## src/plkgr_pkg.sv

```systemverilog
// package: register map, field positions, reset values and shared types
package plkgr_pkg;
    localparam int          REG_AW           = 6;
    localparam int          REG_DW           = 24;
    localparam logic [5:0]  OFF_AUXMOD_B     = 6'h19;
    localparam logic [5:0]  OFF_LOCK_WIN     = 6'h1A;
    localparam logic [5:0]  OFF_GPO_CTRL     = 6'h1B;
    localparam logic [5:0]  OFF_SLIP_CTRL    = 6'h1C;
    localparam logic [5:0]  OFF_SPARE_1D     = 6'h1D;
    localparam logic [5:0]  OFF_THERM_EN     = 6'h1E;
    localparam logic [5:0]  OFF_STATUS       = 6'h1F;
    localparam logic [5:0]  OFF_SPARE_20     = 6'h20;
    localparam logic [5:0]  OFF_THERM_RD     = 6'h21;
    localparam logic [5:0]  OFF_SPARE_22     = 6'h22;
    // field positions
    localparam int          AUX_HIDLY_LSB    = 0;
    localparam int          AUX_CLKINV_BIT   = 3;
    localparam int          AUX_RINGCLK_BIT  = 4;
    localparam int          LK_CNT_LSB       = 0;
    localparam int          LK_ASYM_EN_BIT   = 10;
    localparam int          LK_ASYM_POL_BIT  = 11;
    localparam int          LK_AUTO_BIT      = 12;
    localparam int          LK_FORCED_BIT    = 13;
    localparam int          LK_RINGSEL_BIT   = 14;
    localparam int          LK_RINGCFG_LSB   = 15;
    localparam int          LK_MONO_LSB      = 17;
    localparam int          LK_RINGTEST_BIT  = 19;
    localparam int          GPO_SEL_LSB      = 0;
    localparam int          GPO_DATA_LSB     = 4;
    localparam int          GPO_DRV_EN_BIT   = 7;
    localparam int          GPO_DIS_LSB      = 8;
    localparam int          SLIP_STEP_LSB    = 0;
    localparam int          SLIP_FORCE_BIT   = 4;
    localparam int          SLIP_RSTB_BIT    = 5;
    localparam int          STAT_OVF_LSB     = 1;
    localparam int          STAT_BUSY_BIT    = 5;
    // reset values
    localparam logic [23:0] RST_AUXMOD_B     = 24'h00000F;
    localparam logic [23:0] RST_LOCK_WIN     = 24'h001040;
    localparam logic [23:0] RST_GPO_CTRL     = 24'h000000;
    localparam logic [23:0] RST_SLIP_CTRL    = 24'h000020;
    localparam logic [23:0] RST_SPARE_1D     = 24'h000000;
    localparam logic [23:0] RST_THERM_EN     = 24'h000000;
    localparam logic [23:0] VAL_SPARE_20     = 24'h000020;
    localparam logic [23:0] VAL_SPARE_22     = 24'h000000;
    localparam logic [6:0]  THERM_CODE_MAX   = 7'h07;
    // gpo select codes
    localparam logic [3:0]  GSEL_SOFT        = 4'h0;
    localparam logic [3:0]  GSEL_CLOCKS      = 4'h1;
    localparam logic [3:0]  GSEL_PFD         = 4'h2;
    localparam logic [3:0]  GSEL_SAT         = 4'h3;
    localparam logic [3:0]  GSEL_XREF        = 4'h4;
    localparam logic [3:0]  GSEL_RSV5        = 4'h5;
    localparam logic [3:0]  GSEL_PHASE       = 4'h6;
    localparam logic [3:0]  GSEL_AUX         = 4'h7;
    localparam logic [3:0]  GSEL_BUSY        = 4'h8;
    localparam logic [3:0]  GSEL_RSV9        = 4'h9;
    localparam logic [3:0]  GSEL_QUANT       = 4'hA;

    typedef enum logic [1:0] {PLKGR_IDLE, PLKGR_RD, PLKGR_WR} plkgr_bus_t;

    typedef struct packed {
        logic       wr;
        logic       rd;
        logic [5:0] addr;
        logic [23:0] wdata;
    } plkgr_req_t;

    // internal sources offered to the output multiplexer
    typedef struct packed {
        logic       xref_clk;
        logic       ref_clk;
        logic       vco_div_clk;
        logic       pfd_up;
        logic       pfd_dn;
        logic       lock_window;
        logic       sat_ref;
        logic       sat_vco;
        logic       slip_gain_strobe;
        logic       xref_sine;
        logic       frac_update_pulse_synced;
        logic [2:0] integ_phase;
        logic       aux_clk;
        logic       ring_test;
        logic       mod_clk;
        logic       sweep_busy;
        logic [2:0] quant_lsbs;
    } plkgr_src_t;

    typedef struct packed {
        logic [23:0] auxmod_b;
        logic [23:0] lock_win;
        logic [23:0] gpo_ctrl;
        logic [23:0] slip_ctrl;
        logic [23:0] spare_1d;
        logic [23:0] therm_en;
        logic [23:0] rdata;
        logic        rvalid;
    } plkgr_state_t;
endpackage

```

## src/plkgr_gpo_mux.sv

```systemverilog
// output pin multiplexer and pad driver enables
`timescale 1ns/1ps
`default_nettype none
module plkgr_gpo_mux
    import plkgr_pkg::*;
(
    input  wire logic [3:0] sel,
    input  wire logic [2:0] soft_data,
    input  wire logic       drive_en,
    input  wire logic [2:0] drive_dis,
    input  wire plkgr_src_t src,
    output logic      [2:0] pin_o,
    output logic      [2:0] pin_oe
);
    logic [2:0] v;
    // index 2 is output 3, index 0 is output 1
    always_comb begin
        case (sel)
            GSEL_SOFT:   v = soft_data;
            GSEL_CLOCKS: v = {src.xref_clk, src.ref_clk, src.vco_div_clk};
            GSEL_PFD:    v = {src.pfd_up, src.pfd_dn, src.lock_window};
            GSEL_SAT:    v = {src.sat_ref, src.sat_vco, src.slip_gain_strobe};
            GSEL_XREF:   v = {src.xref_clk, src.xref_sine, src.frac_update_pulse_synced};
            GSEL_PHASE:  v = src.integ_phase;
            GSEL_AUX:    v = {src.aux_clk, src.ring_test, src.mod_clk};
            GSEL_BUSY:   v = {1'b0, src.sweep_busy, 1'b0};
            GSEL_QUANT:  v = src.quant_lsbs;
            default:     v = 3'h0;
        endcase
    end

    assign pin_o = v;

    genvar i;
    generate
        for (i = 0; i < 3; i++) begin : g_pad
            assign pin_oe[i] = drive_en & ~drive_dis[i];
        end
    endgenerate
endmodule
`default_nettype wire

```

## src/plkgr_therm_code.sv

```systemverilog
// temperature to 7-bit code conversion with saturation
`timescale 1ns/1ps
`default_nettype none
module plkgr_therm_code
    import plkgr_pkg::*;
(
    input  wire logic signed [11:0] temp_c10,
    output logic             [6:0]  code
);
    // temperature in tenths of a degree; step is 175 tenths, offset 400
    // input range reaches past the top code, so the high saturation is live
    logic signed [12:0] shifted;
    always_comb begin
        shifted = 13'(temp_c10) + 13'sd400;
        if (shifted < 13'sd0) begin
            code = 7'h00;
        end else if (shifted >= 13'sd1225) begin
            code = THERM_CODE_MAX;
        end else begin
            code = 7'(shifted / 13'sd175);
        end
    end
endmodule
`default_nettype wire

```

## src/plkgr_regs.sv

```systemverilog
// register bank: aux modulator, lock window, output pins, slip guard, thermal, status
//
// Notes on behaviour
// - high delay value, three bits, defaults seven
// - invert modulator aux clock, default inverted
// - select ring oscillator clocking the shift generator
// - lock declared at programmable count, default 40h
// - asymmetric window enable and its polarity
// - auto route lock onto idle serial out
// - forced lock route; host then skips reads
// - one-shot source, ring speed, duration fields
// - ring oscillator test bit, default off
// - select zero drives pins from software bits
// - codes one, two route clocks, detector
// - code three routes saturation and slip strobe
// - code four routes reference, sine, frac pulse
// - code six integrator phase; five, nine reserved
// - codes seven, eight, ten: aux, busy, quantizer
// - pad drivers need enable; per-pin disables
// - slip step field, polarity bit, zero disables
// - force bit picks manual or automatic reset
// - manual reset bit enables guard, default one
// - status: lock, overflow, sweep busy bits
// - thermal code floor((T+40)/17.5), saturating
`timescale 1ns/1ps
`default_nettype none
module plkgr_regs
    import plkgr_pkg::*;
#(
    parameter int LOCK_CNT_W = 10
)
(
    input  wire logic              CLK,
    input  wire logic              RST,
    // register port of the main serial interface
    input  wire logic              REG_WR,
    input  wire logic              REG_RD,
    input  wire logic [5:0]        REG_ADDR,
    input  wire logic [23:0]       REG_WDATA,
    output logic      [23:0]       REG_RDATA,
    output logic                   REG_RVALID,
    input  wire logic              READ_ACTIVE,
    input  wire logic              READ_DATA_BIT,
    output logic                   SERIAL_OUT,
    // lock detector inputs
    input  wire logic              PHASE_IN_WINDOW,
    input  wire logic              REF_CYCLE,
    // internal sources for the output pins, status word and thermal code
    input  wire plkgr_src_t        GPO_SRC,
    input  wire logic [2:0]        MODULATOR_OVERFLOW,
    input  wire logic signed [11:0] TEMP_C10,
    // general output pins
    output logic      [2:0]        GPO_O,
    output logic      [2:0]        GPO_OE,
    // decoded controls to the analog side
    output logic      [2:0]        AUX_HI_DELAY,
    output logic                   AUX_CLK_INVERT,
    output logic                   AUX_RING_CLOCKS_LFSR,
    output logic                   LOCK_ASYM_EN,
    output logic                   LOCK_ASYM_POL,
    output logic                   LOCK_RING_ONESHOT,
    output logic      [1:0]        LOCK_RING_SPEED,
    output logic      [1:0]        LOCK_ONESHOT_LEN,
    output logic                   LOCK_RING_TEST,
    output logic                   SLIP_ADVANCE_EN,
    output logic                   SLIP_POLARITY,
    output logic      [2:0]        SLIP_MAGNITUDE,
    output logic                   PFD_RESET_N,
    input  wire logic              SLIP_AUTO_RESET_N,
    output logic                   THERM_ENABLE,
    output logic                   LOCKED
);
    plkgr_state_t s_q;
    plkgr_state_t s_d;
    logic [LOCK_CNT_W-1:0] win_cnt_q;
    logic [LOCK_CNT_W-1:0] win_cnt_d;
    logic                  locked_q;
    logic                  locked_d;
    logic [6:0]            therm_code;
    logic [23:0]           status_word;
    logic [LOCK_CNT_W-1:0] lock_target;

    plkgr_therm_code i_plkgr_therm_code (
        .temp_c10 (TEMP_C10),
        .code     (therm_code)
    );

    plkgr_gpo_mux i_plkgr_gpo_mux (
        .sel       (s_q.gpo_ctrl[GPO_SEL_LSB +: 4]),
        .soft_data (s_q.gpo_ctrl[GPO_DATA_LSB +: 3]),
        .drive_en  (s_q.gpo_ctrl[GPO_DRV_EN_BIT]),
        .drive_dis (s_q.gpo_ctrl[GPO_DIS_LSB +: 3]),
        .src       (GPO_SRC),
        .pin_o     (GPO_O),
        .pin_oe    (GPO_OE)
    );

    assign lock_target = s_q.lock_win[LK_CNT_LSB +: LOCK_CNT_W];

    always_comb begin
        status_word                = 24'h0;
        status_word[0]             = locked_q;
        status_word[STAT_OVF_LSB +: 3] = MODULATOR_OVERFLOW;
        status_word[STAT_BUSY_BIT] = GPO_SRC.sweep_busy;
    end

    // register write and read path
    always_comb begin
        s_d        = s_q;
        s_d.rvalid = 1'b0;
        if (REG_WR) begin
            case (REG_ADDR)
                OFF_AUXMOD_B:  s_d.auxmod_b  = {19'h0, REG_WDATA[4:0]};
                OFF_LOCK_WIN:  s_d.lock_win  = {4'h0, REG_WDATA[19:0]};
                OFF_GPO_CTRL:  s_d.gpo_ctrl  = {13'h0, REG_WDATA[10:0]};
                OFF_SLIP_CTRL: s_d.slip_ctrl = {18'h0, REG_WDATA[5:0]};
                OFF_SPARE_1D:  s_d.spare_1d  = REG_WDATA;
                OFF_THERM_EN:  s_d.therm_en  = {23'h0, REG_WDATA[0]};
                default:       s_d.spare_1d  = s_q.spare_1d;
            endcase
        end
        if (REG_RD) begin
            s_d.rvalid = 1'b1;
            case (REG_ADDR)
                OFF_AUXMOD_B:  s_d.rdata = s_q.auxmod_b;
                OFF_LOCK_WIN:  s_d.rdata = s_q.lock_win;
                OFF_GPO_CTRL:  s_d.rdata = s_q.gpo_ctrl;
                OFF_SLIP_CTRL: s_d.rdata = s_q.slip_ctrl;
                OFF_SPARE_1D:  s_d.rdata = s_q.spare_1d;
                OFF_THERM_EN:  s_d.rdata = s_q.therm_en;
                OFF_STATUS:    s_d.rdata = status_word;
                OFF_SPARE_20:  s_d.rdata = VAL_SPARE_20;
                OFF_THERM_RD:  s_d.rdata = {17'h0, therm_code};
                OFF_SPARE_22:  s_d.rdata = VAL_SPARE_22;
                default:       s_d.rdata = 24'h0;
            endcase
        end
    end

    // lock counter: counts reference cycles in window, restarts on a miss
    always_comb begin
        win_cnt_d = win_cnt_q;
        locked_d  = locked_q;
        if (REF_CYCLE) begin
            if (!PHASE_IN_WINDOW) begin
                win_cnt_d = '0;
                locked_d  = 1'b0;
            end else if (win_cnt_q >= lock_target - LOCK_CNT_W'(1)) begin
                locked_d  = 1'b1;
            end else begin
                win_cnt_d = win_cnt_q + LOCK_CNT_W'(1);
            end
        end
    end

    always_ff @(posedge CLK or posedge RST) begin
        if (RST) begin
            s_q.auxmod_b  <= RST_AUXMOD_B;
            s_q.lock_win  <= RST_LOCK_WIN;
            s_q.gpo_ctrl  <= RST_GPO_CTRL;
            s_q.slip_ctrl <= RST_SLIP_CTRL;
            s_q.spare_1d  <= RST_SPARE_1D;
            s_q.therm_en  <= RST_THERM_EN;
            s_q.rdata     <= 24'h0;
            s_q.rvalid    <= 1'b0;
            win_cnt_q     <= '0;
            locked_q      <= 1'b0;
        end else begin
            s_q       <= s_d;
            win_cnt_q <= win_cnt_d;
            locked_q  <= locked_d;
        end
    end

    assign REG_RDATA  = s_q.rdata;
    assign REG_RVALID = s_q.rvalid;
    assign LOCKED     = locked_q;

    // serial data output sharing
    always_comb begin
        if (s_q.lock_win[LK_FORCED_BIT]) begin
            SERIAL_OUT = locked_q;
        end else if (READ_ACTIVE) begin
            SERIAL_OUT = READ_DATA_BIT;
        end else if (s_q.lock_win[LK_AUTO_BIT]) begin
            SERIAL_OUT = locked_q;
        end else begin
            SERIAL_OUT = 1'b0;
        end
    end

    assign AUX_HI_DELAY         = s_q.auxmod_b[AUX_HIDLY_LSB +: 3];
    assign AUX_CLK_INVERT       = s_q.auxmod_b[AUX_CLKINV_BIT];
    assign AUX_RING_CLOCKS_LFSR = s_q.auxmod_b[AUX_RINGCLK_BIT];
    assign LOCK_ASYM_EN         = s_q.lock_win[LK_ASYM_EN_BIT];
    assign LOCK_ASYM_POL        = s_q.lock_win[LK_ASYM_POL_BIT];
    assign LOCK_RING_ONESHOT    = s_q.lock_win[LK_RINGSEL_BIT];
    assign LOCK_RING_SPEED      = s_q.lock_win[LK_RINGCFG_LSB +: 2];
    assign LOCK_ONESHOT_LEN     = s_q.lock_win[LK_MONO_LSB +: 2];
    assign LOCK_RING_TEST       = s_q.lock_win[LK_RINGTEST_BIT];
    // slip guard step: zero disables, top field bit is polarity
    assign SLIP_ADVANCE_EN      = (s_q.slip_ctrl[SLIP_STEP_LSB +: 4] != 4'h0)
                                  & s_q.slip_ctrl[SLIP_RSTB_BIT];
    assign SLIP_POLARITY        = s_q.slip_ctrl[SLIP_STEP_LSB + 3];
    assign SLIP_MAGNITUDE       = s_q.slip_ctrl[SLIP_STEP_LSB +: 3];
    assign PFD_RESET_N          = s_q.slip_ctrl[SLIP_FORCE_BIT] ? s_q.slip_ctrl[SLIP_RSTB_BIT]
                                                                : SLIP_AUTO_RESET_N;
    assign THERM_ENABLE         = s_q.therm_en[0];
endmodule
`default_nettype wire

```

## config.mk

```make
export PLATFORM = sky130hd
export DESIGN_NAME = plkgr_regs
export DESIGN_NICKNAME = d
export VERILOG_FILES = /design/src/plkgr_pkg.sv /design/src/plkgr_gpo_mux.sv /design/src/plkgr_therm_code.sv /design/src/plkgr_regs.sv
export SDC_FILE = /design/constraint.sdc
export NUM_CORES = 1
export LEC_CHECK = 0
export BUFFER_PORTS_ARGS = -buffer_cell sky130_fd_sc_hd__buf_2
export CAP_MARGIN = 20
export CORE_UTILIZATION = 45
export CTS_CLUSTER_DIAMETER = 150
export DETAILED_ROUTE_END_ITERATION = 6
export GPL_ROUTABILITY_DRIVEN = 0
export PLACE_DENSITY_LB_ADDON = 0.15
export SETUP_SLACK_MARGIN = 0.4
export SYNTH_ARGS = -nofsm -noshare
export SYNTH_HDL_FRONTEND = slang
export SYNTH_SLANG_ARGS = --single-unit
```

## constraint.sdc

```tcl
create_clock -name CLK -period 10.1 [get_ports CLK]
set_input_delay 1.515 -clock CLK [delete_from_list [all_inputs] [get_ports CLK]]
set_output_delay 1.515 -clock CLK [all_outputs]
set_load 0.01 [all_outputs]
```

**Word level (Yosys, flattened, before mapping)**

Index checks and enable logic that the tools add are counted.

- Flip-flop bits (word level): 103
- Input bits: 75
- Output and inout bits: 53
- Word-level logic and storage cells: 66

- Add/subtract/negate cells: 3
- Div/mod/pow operators: 1
- Order comparisons: 3
- Equality and inequality tests: 19
- Mux-type cells: 13
- Bitwise gates (word level): 7
- Reductions and logical operators: 10

Operators with widths:

| cell | count |
|---|---|
| $pmux W24 S9 | 1 |
| $eq A6 B5 Y1 const B | 7 |
| $pmux W3 S9 | 1 |
| $mux W10 | 2 |
| $reduce_and A2 Y1 | 8 |
| $mux W7 | 2 |
| $add A12 B10 Y13 const B | 1 |
| $div A13 B9 Y13 const B | 1 |
| $ge A13 B12 Y1 const B | 1 |
| $lt A13 B1 Y1 const B | 1 |
| $eq A4 B3 Y1 const B | 3 |
| $eq A6 B6 Y1 const B | 2 |
| $add A10 B1 Y10 const B | 1 |
| $ge A10 B10 Y1 | 1 |
| $sub A10 B1 Y10 const B | 1 |
| $eq A4 B2 Y1 const B | 2 |
| $eq A4 B4 Y1 const B | 2 |
| $mux W1 | 7 |
| $and A1 B1 Y1 | 4 |
| $eq A4 B1 Y1 const B | 1 |
| $logic_not A4 Y1 | 1 |
| $reduce_bool A4 Y1 | 1 |
| $not A1 Y1 | 3 |
| $ne A2 B1 Y1 const B | 1 |
| $ne A2 B2 Y1 const B | 1 |

**Logic depth before layout (Yosys ltp)**

Gate-level depths: netlist of the first run.

- Word-level depth: 5
- Gate-level depth with buffers: 23
- Mapped depth without buffers: 22

**Modules after synthesis**

A second synthesis of the first run with hierarchy kept.

- Cells, all modules: 749
- Area total of the unflattened synthesis: 7252.0 um2

By module, submodules not included:

| module | times used | cells an instance | area each (um2) | seq. area each (um2) |
|---|---|---|---|---|
| plkgr_regs | 1 | 457 | 5196.2 | 2586.2 |
| plkgr_therm_code | 1 | 247 | 1696.6 | 0.0 |
| plkgr_gpo_mux | 1 | 45 | 359.1 | 0.0 |

**Worst setup path before layout of the first run**

Ideal clock, no wire load.

- Kind: input -> register
- Start: in TEMP_C10[4]
- End: reg s_q (netlist bit REG_RDATA[0])
- Library setup time: 0.076 ns
- Arrival: 5.734 ns
- Data required time: 10.024 ns
- Path slack: 4.290 ns
- Stages on the path: 21
- Buffers on the path: 0
- Cells stage by stage: ha_1 -> a211oi_2 -> o21ai_2 -> or3_1 -> and2_4 -> mux2_2 -> a311o_1 -> a211oi_2 -> a31oi_4 -> xnor2_1 -> ha_1 -> inv_1 -> xnor2_1 -> nand4b_1 -> mux2i_1 -> inv_1 -> a2111oi_0 -> o32ai_1 -> a311oi_1 -> o21ai_1 -> o21ai_1

- Cells in the longest elaborated chain, start to end: 5
- Elaborated cells on any way between the ends: 7
- Classes of those cells: add/sub: 1; div: 1; order compare: 2; mux: 3

Ends and longest elaborated chain:

| element | RTL line | text |
|---|---|---|
| start: declaration | plkgr_regs.sv:51 | `input wire logic signed [11:0] TEMP_C10,` |
| $add A12 B10 Y13 * | plkgr_therm_code.sv:14 | `shifted = 13'(temp_c10) + 13'sd400;` |
| $div A13 B9 Y13 / $ge A13 B12 Y1 (equally long branches) | plkgr_therm_code.sv:20, plkgr_therm_code.sv:17 |  |
| $mux W7 | plkgr_therm_code.sv:17 | `end else if (shifted >= 13'sd1225) begin` |
| $mux W7 * | plkgr_therm_code.sv:15 | `if (shifted < 13'sd0) begin` |
| $pmux W24 S9 * | plkgr_regs.sv:124 | `case (REG_ADDR)` |
| end: declaration | plkgr_regs.sv:73 | `plkgr_state_t s_q;` |

Mark *: on every way between the ends. The rest lies on a longest branch, timed or not.
A chain may end at the register's enable or synchronous reset.

**Worst setup path after layout of the first run**

Ends and elaborated chain as after synthesis.

==> results of run 1 <==
kinds of logic (layout without fill, tap and decap cells):
| group | count (synthesis) | after routing | share of synthesized area |
|---|---|---|---|
| AOI/OAI and AO/OA | 204 | 204 | 0.200 |
| xor gates and xnor gates | 44 | 44 | 0.0563 |
| adders and majority gates | 18 | 18 | 0.0317 |
| buffers and inverters | 105 | 184 | 0.0756 |
| DFF | 103 | 103 | 0.364 |
| muxes | 87 | 87 | 0.138 |
| and+or+nand+nor | 184 | 184 | 0.135 |
how the worst max path moves through the flow:
| stage | from | cells past startpoint | slack, ns | endpoint |
|---|---|---|---|---|
| after floorplan | TEMP_C10[4] | 21 | 4.29 | REG_RDATA[0] |
| after global placement | TEMP_C10[4] | 22 | 3.40 | REG_RDATA[0] |
| after detailed placement | TEMP_C10[4] | 22 | 3.19 | REG_RDATA[0] |
| after CTS | TEMP_C10[4] | 22 | 3.53 | REG_RDATA[0] |
| after global routing | TEMP_C10[4] | 22 | 3.02 | REG_RDATA[0] |
| final | TEMP_C10[4] | 22 | 3.36 | REG_RDATA[0] |
sequential cells by signal, indices dropped and copies added (netlist names), 2 cells and up:
register	flops
lock_target	10
s_q	39
LOCK_ONESHOT_LEN	2
win_cnt_q	10
AUX_HI_DELAY	3
LOCK_RING_SPEED	2
SLIP_MAGNITUDE	3
REG_RDATA	24
layout make-up:
class,instances,area [µm²]
Timing Repair Buffer,131,683
Clock inverter,6,55.1
Fill cell,1462,7360
Multi-Input combinational cell,537,4000
Sequential cell,103,2590
Inverter,37,141
Clock buffer,10,229
Tap cell,211,264
per-stage QoR:
stage,hold WS (ns),setup WS (ns)
final,0.483,3.36
after global placement,0.453,3.40
after detailed placement,0.468,3.19
after floorplan,0.444,4.29
after global routing,0.518,3.02
after CTS,0.489,3.53
worst reg2reg max path, delay by kind of cell, from the launching register on:
family                   cells  cell delay, ns
buffers and inverters        1            0.09
AND/OR/NAND/NOR              4            0.66
XOR/XNOR                     1            0.15
flip-flops                   1            0.44
AO/OA/AOI/OAI               10            1.81
adder cells (fa/ha/maj)      2            0.57
placed cells by master (no fill, tap or decap), drive strengths merged, types with 6 or more instances in the layout:
master,instances
buf,131
nand2,44
nor2b,9
mux2i,13
mux2,73
dfrtp,96
inv,39
o22ai,27
a21o,10
o21ai,35
a211oi,7
nor4,7
nor2,48
xor2,21
a31oi,7
a22o,7
a22oi,15
nor3,10
xnor2,23
dfstp,7
nand4,6
nand3,13
nand2b,8
ha,18
and3,8
clkbuf,10
a21oi,40
routing by layer:
layer  wire [µm]  GRT usage  up-vias
met3         751     0.0384       36
met2        9040      0.394      169
met5           0          0        -
li1            -          -     2860
met4         426     0.0830        0
met1        7990      0.294     2943
power breakdown:
part           switching, mW  internal [mW]
logic                  0.226          0.176
registers             0.0424          0.454
clock network          0.165          0.171
total                  0.433          0.802
==> results by group, run 1 <==
Run status
  – Status: finished clean

Min path
  – Hold Crit Depth: 2
  – Worst-case hold path end point: REG_RDATA[23]
  – Hold path startpoint: s_q[72]
  – HP Class: reg2reg

Worst setup path
  – Worst path slowest cell: xor2_1
  – FF-to-FF path depth: 18
  – Worst EP required: approximately 10 ns
  – Crit-path max FO: 14
  – CP bufs+invs: 3
  – Crit. End Element: flop
  – CP arrival: between 7 and 8 ns
  – Reg2reg setup slack: roughly 6.2 ns
  – Worst setup SP type: input pin
  – Reg-to-Reg Start: lock_target[0]
  – Cell breakdown of the critical path: buf_2, ha_1, a211oi_2, o21ai_2, a21oi_2, xor2_1, nand2_1, a311o_1, a211oi_2, a31oi_4, xnor2_1, ha_1, inv_1, xnor2_1, nand4b_1, mux2i_1, inv_1, a2111oi_0, o32ai_1, a311oi_1, o21ai_1, o21ai_1
  – Crit-path leading delay family: compound AO/OA/AOI/OAI gates
  – Max incr delay on CP: a little over 0.7 ns
  – Reg2reg end: win_cnt_q[9]
  – CP Class: in2reg

Logic synthesis
  – Synthesized area: 7110 µm²
  – Flops & latches, synth: roughly 100
  – Count leader, synth: dfrtp_1
  – Yosys top cell by area: dfrtp_1
  – Post-synth cell types: 85
  – Mapped Nets: roughly 840
  – Sequential area share after synthesis: 0.364
  – Synth top area share: 0.338
  – Most used DFF post-synth: dfrtp_1
  – Yosys warning total: 0
  – EDFF count, synth: 0
  – Synth top area cells: dfrtp_1 (34%), mux2_2 (12%), buf_4 (3.7%)
  – Synth top cells by count: dfrtp_1 (96), mux2_2 (73), nor2_1 (48)
  – Syn_area_per_cell: 9.55 µm²
  – Post-synthesis cell count: between 700 and 800
  – Async SR Flop Fraction: 1.00

Power
  – Pwr dens: 155 nW/µm²
  – LEAKAGE: 3.66 nW
  – Pwr Total: approximately 1.2 mW
  – Peak supply drop: 87.7 µV

Drt
  – DR iter-0 viols: 473
  – Final wirelength: 18.2 mm
  – # DRC: 0
  – Via count: around 6000
  – Routed Antenna Nets: 0
  – DR pass1 iterations: 5
  – Via/cell ratio: 5.80
  – Routed WL per cell: 17.6 µm

Timing
  – Min Tclk post-route: 6.74 ns
  – Slew @ Worst Pin: 1.01 ns
  – Final period util: 0.667
  – Setup violations, final: 0
  – Worst relative slew slack: 0.326
  – Max-slew violation count: 0
  – Fmax: 0.148 GHz
  – RSZ-0062 raised after global routing: no
  – Final Hold Viols: 0
  – Setup TNS: 0 ns
  – Worst Skew: between 0.004 and 0.005 ns

Finish
  – Share of layout cells above drive strength 1: 0.306
  – Layout area overhead: 11.8%
  – Fin area: between 7000 and 8000 µm²
  – Net count, final: between 900 and 1000
  – Final cell count without fillers: roughly 1000
  – ANT cells: 0
  – Finished Core Util: 0.519

Clock tree
  – H-tree levels: 3
  – CTS buffer count: 9
  – Skew-Pair Late Insertion Delay: approximately 0.35 ns
  – CTS tree: yes
  – Clock buffer depth: 2
  – Clock sinks: approximately 100
  – Worst-path clk slew: roughly 0.070 ns
  – Clk root buf: clkbuf_16
  – Hold buffers post-CTS: 0
  – Post-CTS setup buffers: 0
  – CTS resizes: 0

Global routing
  – Antenna violations before repair: 0
  – Global-route wire length before repair: roughly 30 mm
  – GRT overflow: 0
  – Largest net degree at the start of global routing: 56
  – Global-route usage over all layers: 0.230
  – Vias in the first global route: 5853

Floorplanning
  – Die ar.: around 16000 µm²
  – I/O Pins: 128
  – Initial Util: 0.465
  – Die Span X: between 100 and 150 µm
  – Core region area: between 15000 and 20000 µm²
  – Vert. Die Dim: 128 µm
  – Row count: 45

Place
  – Cell count after placement: between 1000 and 1500
  – DP Area: between 7000 and 8000 µm²
  – Port bufs: ~130
  – Post-DP HPWL: approximately 14 mm

Run
  – Max-Cap Viols: 0
(Power assumes the default switching activity.)
==> inputs of run 2 (changes only) <==
- clock period: 10.1 -> 5.61 ns (I/O delays scaled with it)
==> run 2 against run 1 <==
Compared with the run above: power up 94%; critical path depth stayed put; setup slack got worse by 2.6 ns; combinational power grew 94%; highest routed layer unchanged.
==> results by group, run 2 (synthesized netlist as in run 1, its figures left out) <==
Finish
  – Layout area overhead: 16.6%
  – Reg area: ~2600 µm²
  – Commonest non-fill, non-tap cell in the layout: buf_2
  – Net count, final: about 940
  – Final cell count without fillers: around 1100
  – Area of the multi-input gates: approximately 4100 µm²
  – Max reg flops: 39
  – Share of layout cells above drive strength 1: 0.342
  – Commonest cells after routing, fill and taps aside: buf_2 (127), dfrtp_1 (96), mux2_2 (73), nor2_1 (48), nand2_1 (44)
  – Fill cells: approximately 1400
  – ANT cells: 0
  – Most flop-heavy register: s_q

Floorplanning
  – Vert. Die Dim: ~130 µm
  – Row count: 45
  – Initial Util: 0.465
  – Die Span X: roughly 130 µm
  – I/O Pins: between 100 and 150
  – Die ar.: about 16000 µm²
  – Core region area: between 15000 and 20000 µm²

Run status
  – Status: finished clean

Timing
  – Final Hold Viols: 0
  – Max-slew violation count: 0
  – RSZ-0062 raised after global routing: no
  – Fmax: ~0.2 GHz
  – Slew @ Worst Pin: a little over 1 ns
  – Final period util: 0.869
  – Worst Skew: ~0.006 ns
  – Final setup margin: 0.734 ns
  – Worst relative slew slack: 0.315
  – Setup TNS: 0 ns
  – Setup violations, final: 0
  – Min Tclk post-route: 4.88 ns
  – Min Hold Slack: 0.480 ns

Clock tree
  – H-tree levels: 3
  – Clock sinks: 103
  – CTS buffer count: 9
  – CTS tree: yes
  – Worst-path clk slew: roughly 0.060 ns
  – Skew-Pair Late Insertion Delay: ~0.35 ns
  – Clock buffer depth: 2
  – Hold buffers post-CTS: 0
  – Clk root buf: clkbuf_16

Worst setup path
  – CP arrival: between 5 and 6 ns
  – Crit-path max FO: 5
  – Crit. End Element: flop
  – Worst EP required: between 5 and 6 ns
  – CP Class: in2reg
  – Reg2reg setup slack: between 1.5 and 2 ns
  – Worst setup SP type: input pin

Global routing
  – Largest net degree at the start of global routing: 69
  – Met3 Use GR: 0.0442
  – Global-route usage over all layers: 0.235
  – Global-route wire length before repair: 30.2 mm
  – GRT met2 Usage: 0.415
  – Vias in the first global route: slightly below 6000
  – Busiest grt layer: met2
  – GRT overflow: 0
  – Antenna violations before repair: 0
  – GR Layer Usage met1: 0.290

Drt
  – Routed Antenna Nets: 0
  – Via/cell ratio: around 5.7
  – DR iter-0 viols: ~540
  – Via count: 6084
  – # DRC: 0
  – Routed WL per cell: 17.8 µm
  – DR pass1 iterations: 5
  – Final wirelength: approximately 19 mm

Place
  – Post-DP HPWL: around 14 mm
  – Port bufs: 127
  – Pre-CTS setup slack: between 0.1 and 0.15 ns
  – Cell count after placement: approximately 1000

Power
  – LEAKAGE: about 3.8 nW
  – Pwr dens: slightly below 300 nW/µm²
  – Peak supply drop: between 150 and 200 µV

Min path
  – HP Class: reg2reg

Run
  – Max-Cap Viols: 0
-- run 2: per-layer routing --
metal | vias to the layer above | part of all wire
li1 | 2899 | -
met1 | 2959 | 0.43
met2 | 193 | 0.50
met3 | 33 | 0.051
met4 | 0 | 0.020
met5 | - | 0
-- run 2: metrics by stage --
| step | power [mW] | utilization | cell area (µm²) |
|---|---|---|---|
| finish | 2.39 | 0.542 | 8300 |
| floorplan | 1.44 | - | 7110 |
| detailed placement | 1.66 | 0.511 | 7830 |
| global placement | 1.64 | 0.509 | 7800 |
| CTS | 2.38 | 0.534 | 8180 |
| global route | 2.53 | 0.542 | 8300 |
-- run 2: area by class of cell --
class,instances,share of cell area
tap,211,0.0318
multi-input combinational,537,0.493
clock buffer,9,0.0271
clock inverter,7,0.0145
inverter,37,0.0170
timing repair buffer,155,0.104
sequential,103,0.312
-- run 2: critical path, cell delays in order --
cell and delay [ns]:
buf_2 0.13, ha_2 0.23, a211oi_4 0.37, o21ai_2 0.14, or3_1 0.42, and2_4 0.20, mux2_2 0.25, a311o_1 0.32
a211oi_4 0.24, a31oi_4 0.12, xnor2_1 0.17, ha_1 0.19, inv_1 0.07, xnor2_1 0.21, nand4_1 0.13, mux2i_1 0.16
inv_1 0.09, a2111oi_2 0.35, o32ai_1 0.11, a311oi_1 0.21, o21ai_1 0.11, o21ai_1 0.07
-- run 2: timing repair --
item	in CTS	in global routing
setup buffers	0	3
endpoints found under the setup margin	0	1
resized for setup	0	20
hold endpoints to repair	0	0
-- run 2: path summary, 6_finish.rpt --
check	endpoint	cells after the start	start
max in group asynchronous	s_q[70]	3	RST
min in group asynchronous	win_cnt_q[1]	2	RST
setup reg to reg	win_cnt_q[9]	18	lock_target[0]
hold reg to reg	REG_RDATA[22]	2	s_q[71]
setup / recovery	REG_RDATA[0]	22	TEMP_C10[5]
hold / removal	REG_RDATA[22]	2	s_q[71]
-- run 2: report_power, final --
part | internal (mW) | leakage (nW) | switching, mW
registers | 0.818 | 1.37 | 0.0765
logic | 0.355 | 2.28 | 0.425
clock network | 0.437 | 0.166 | 0.281
total | 1.61 | 3.82 | 0.782
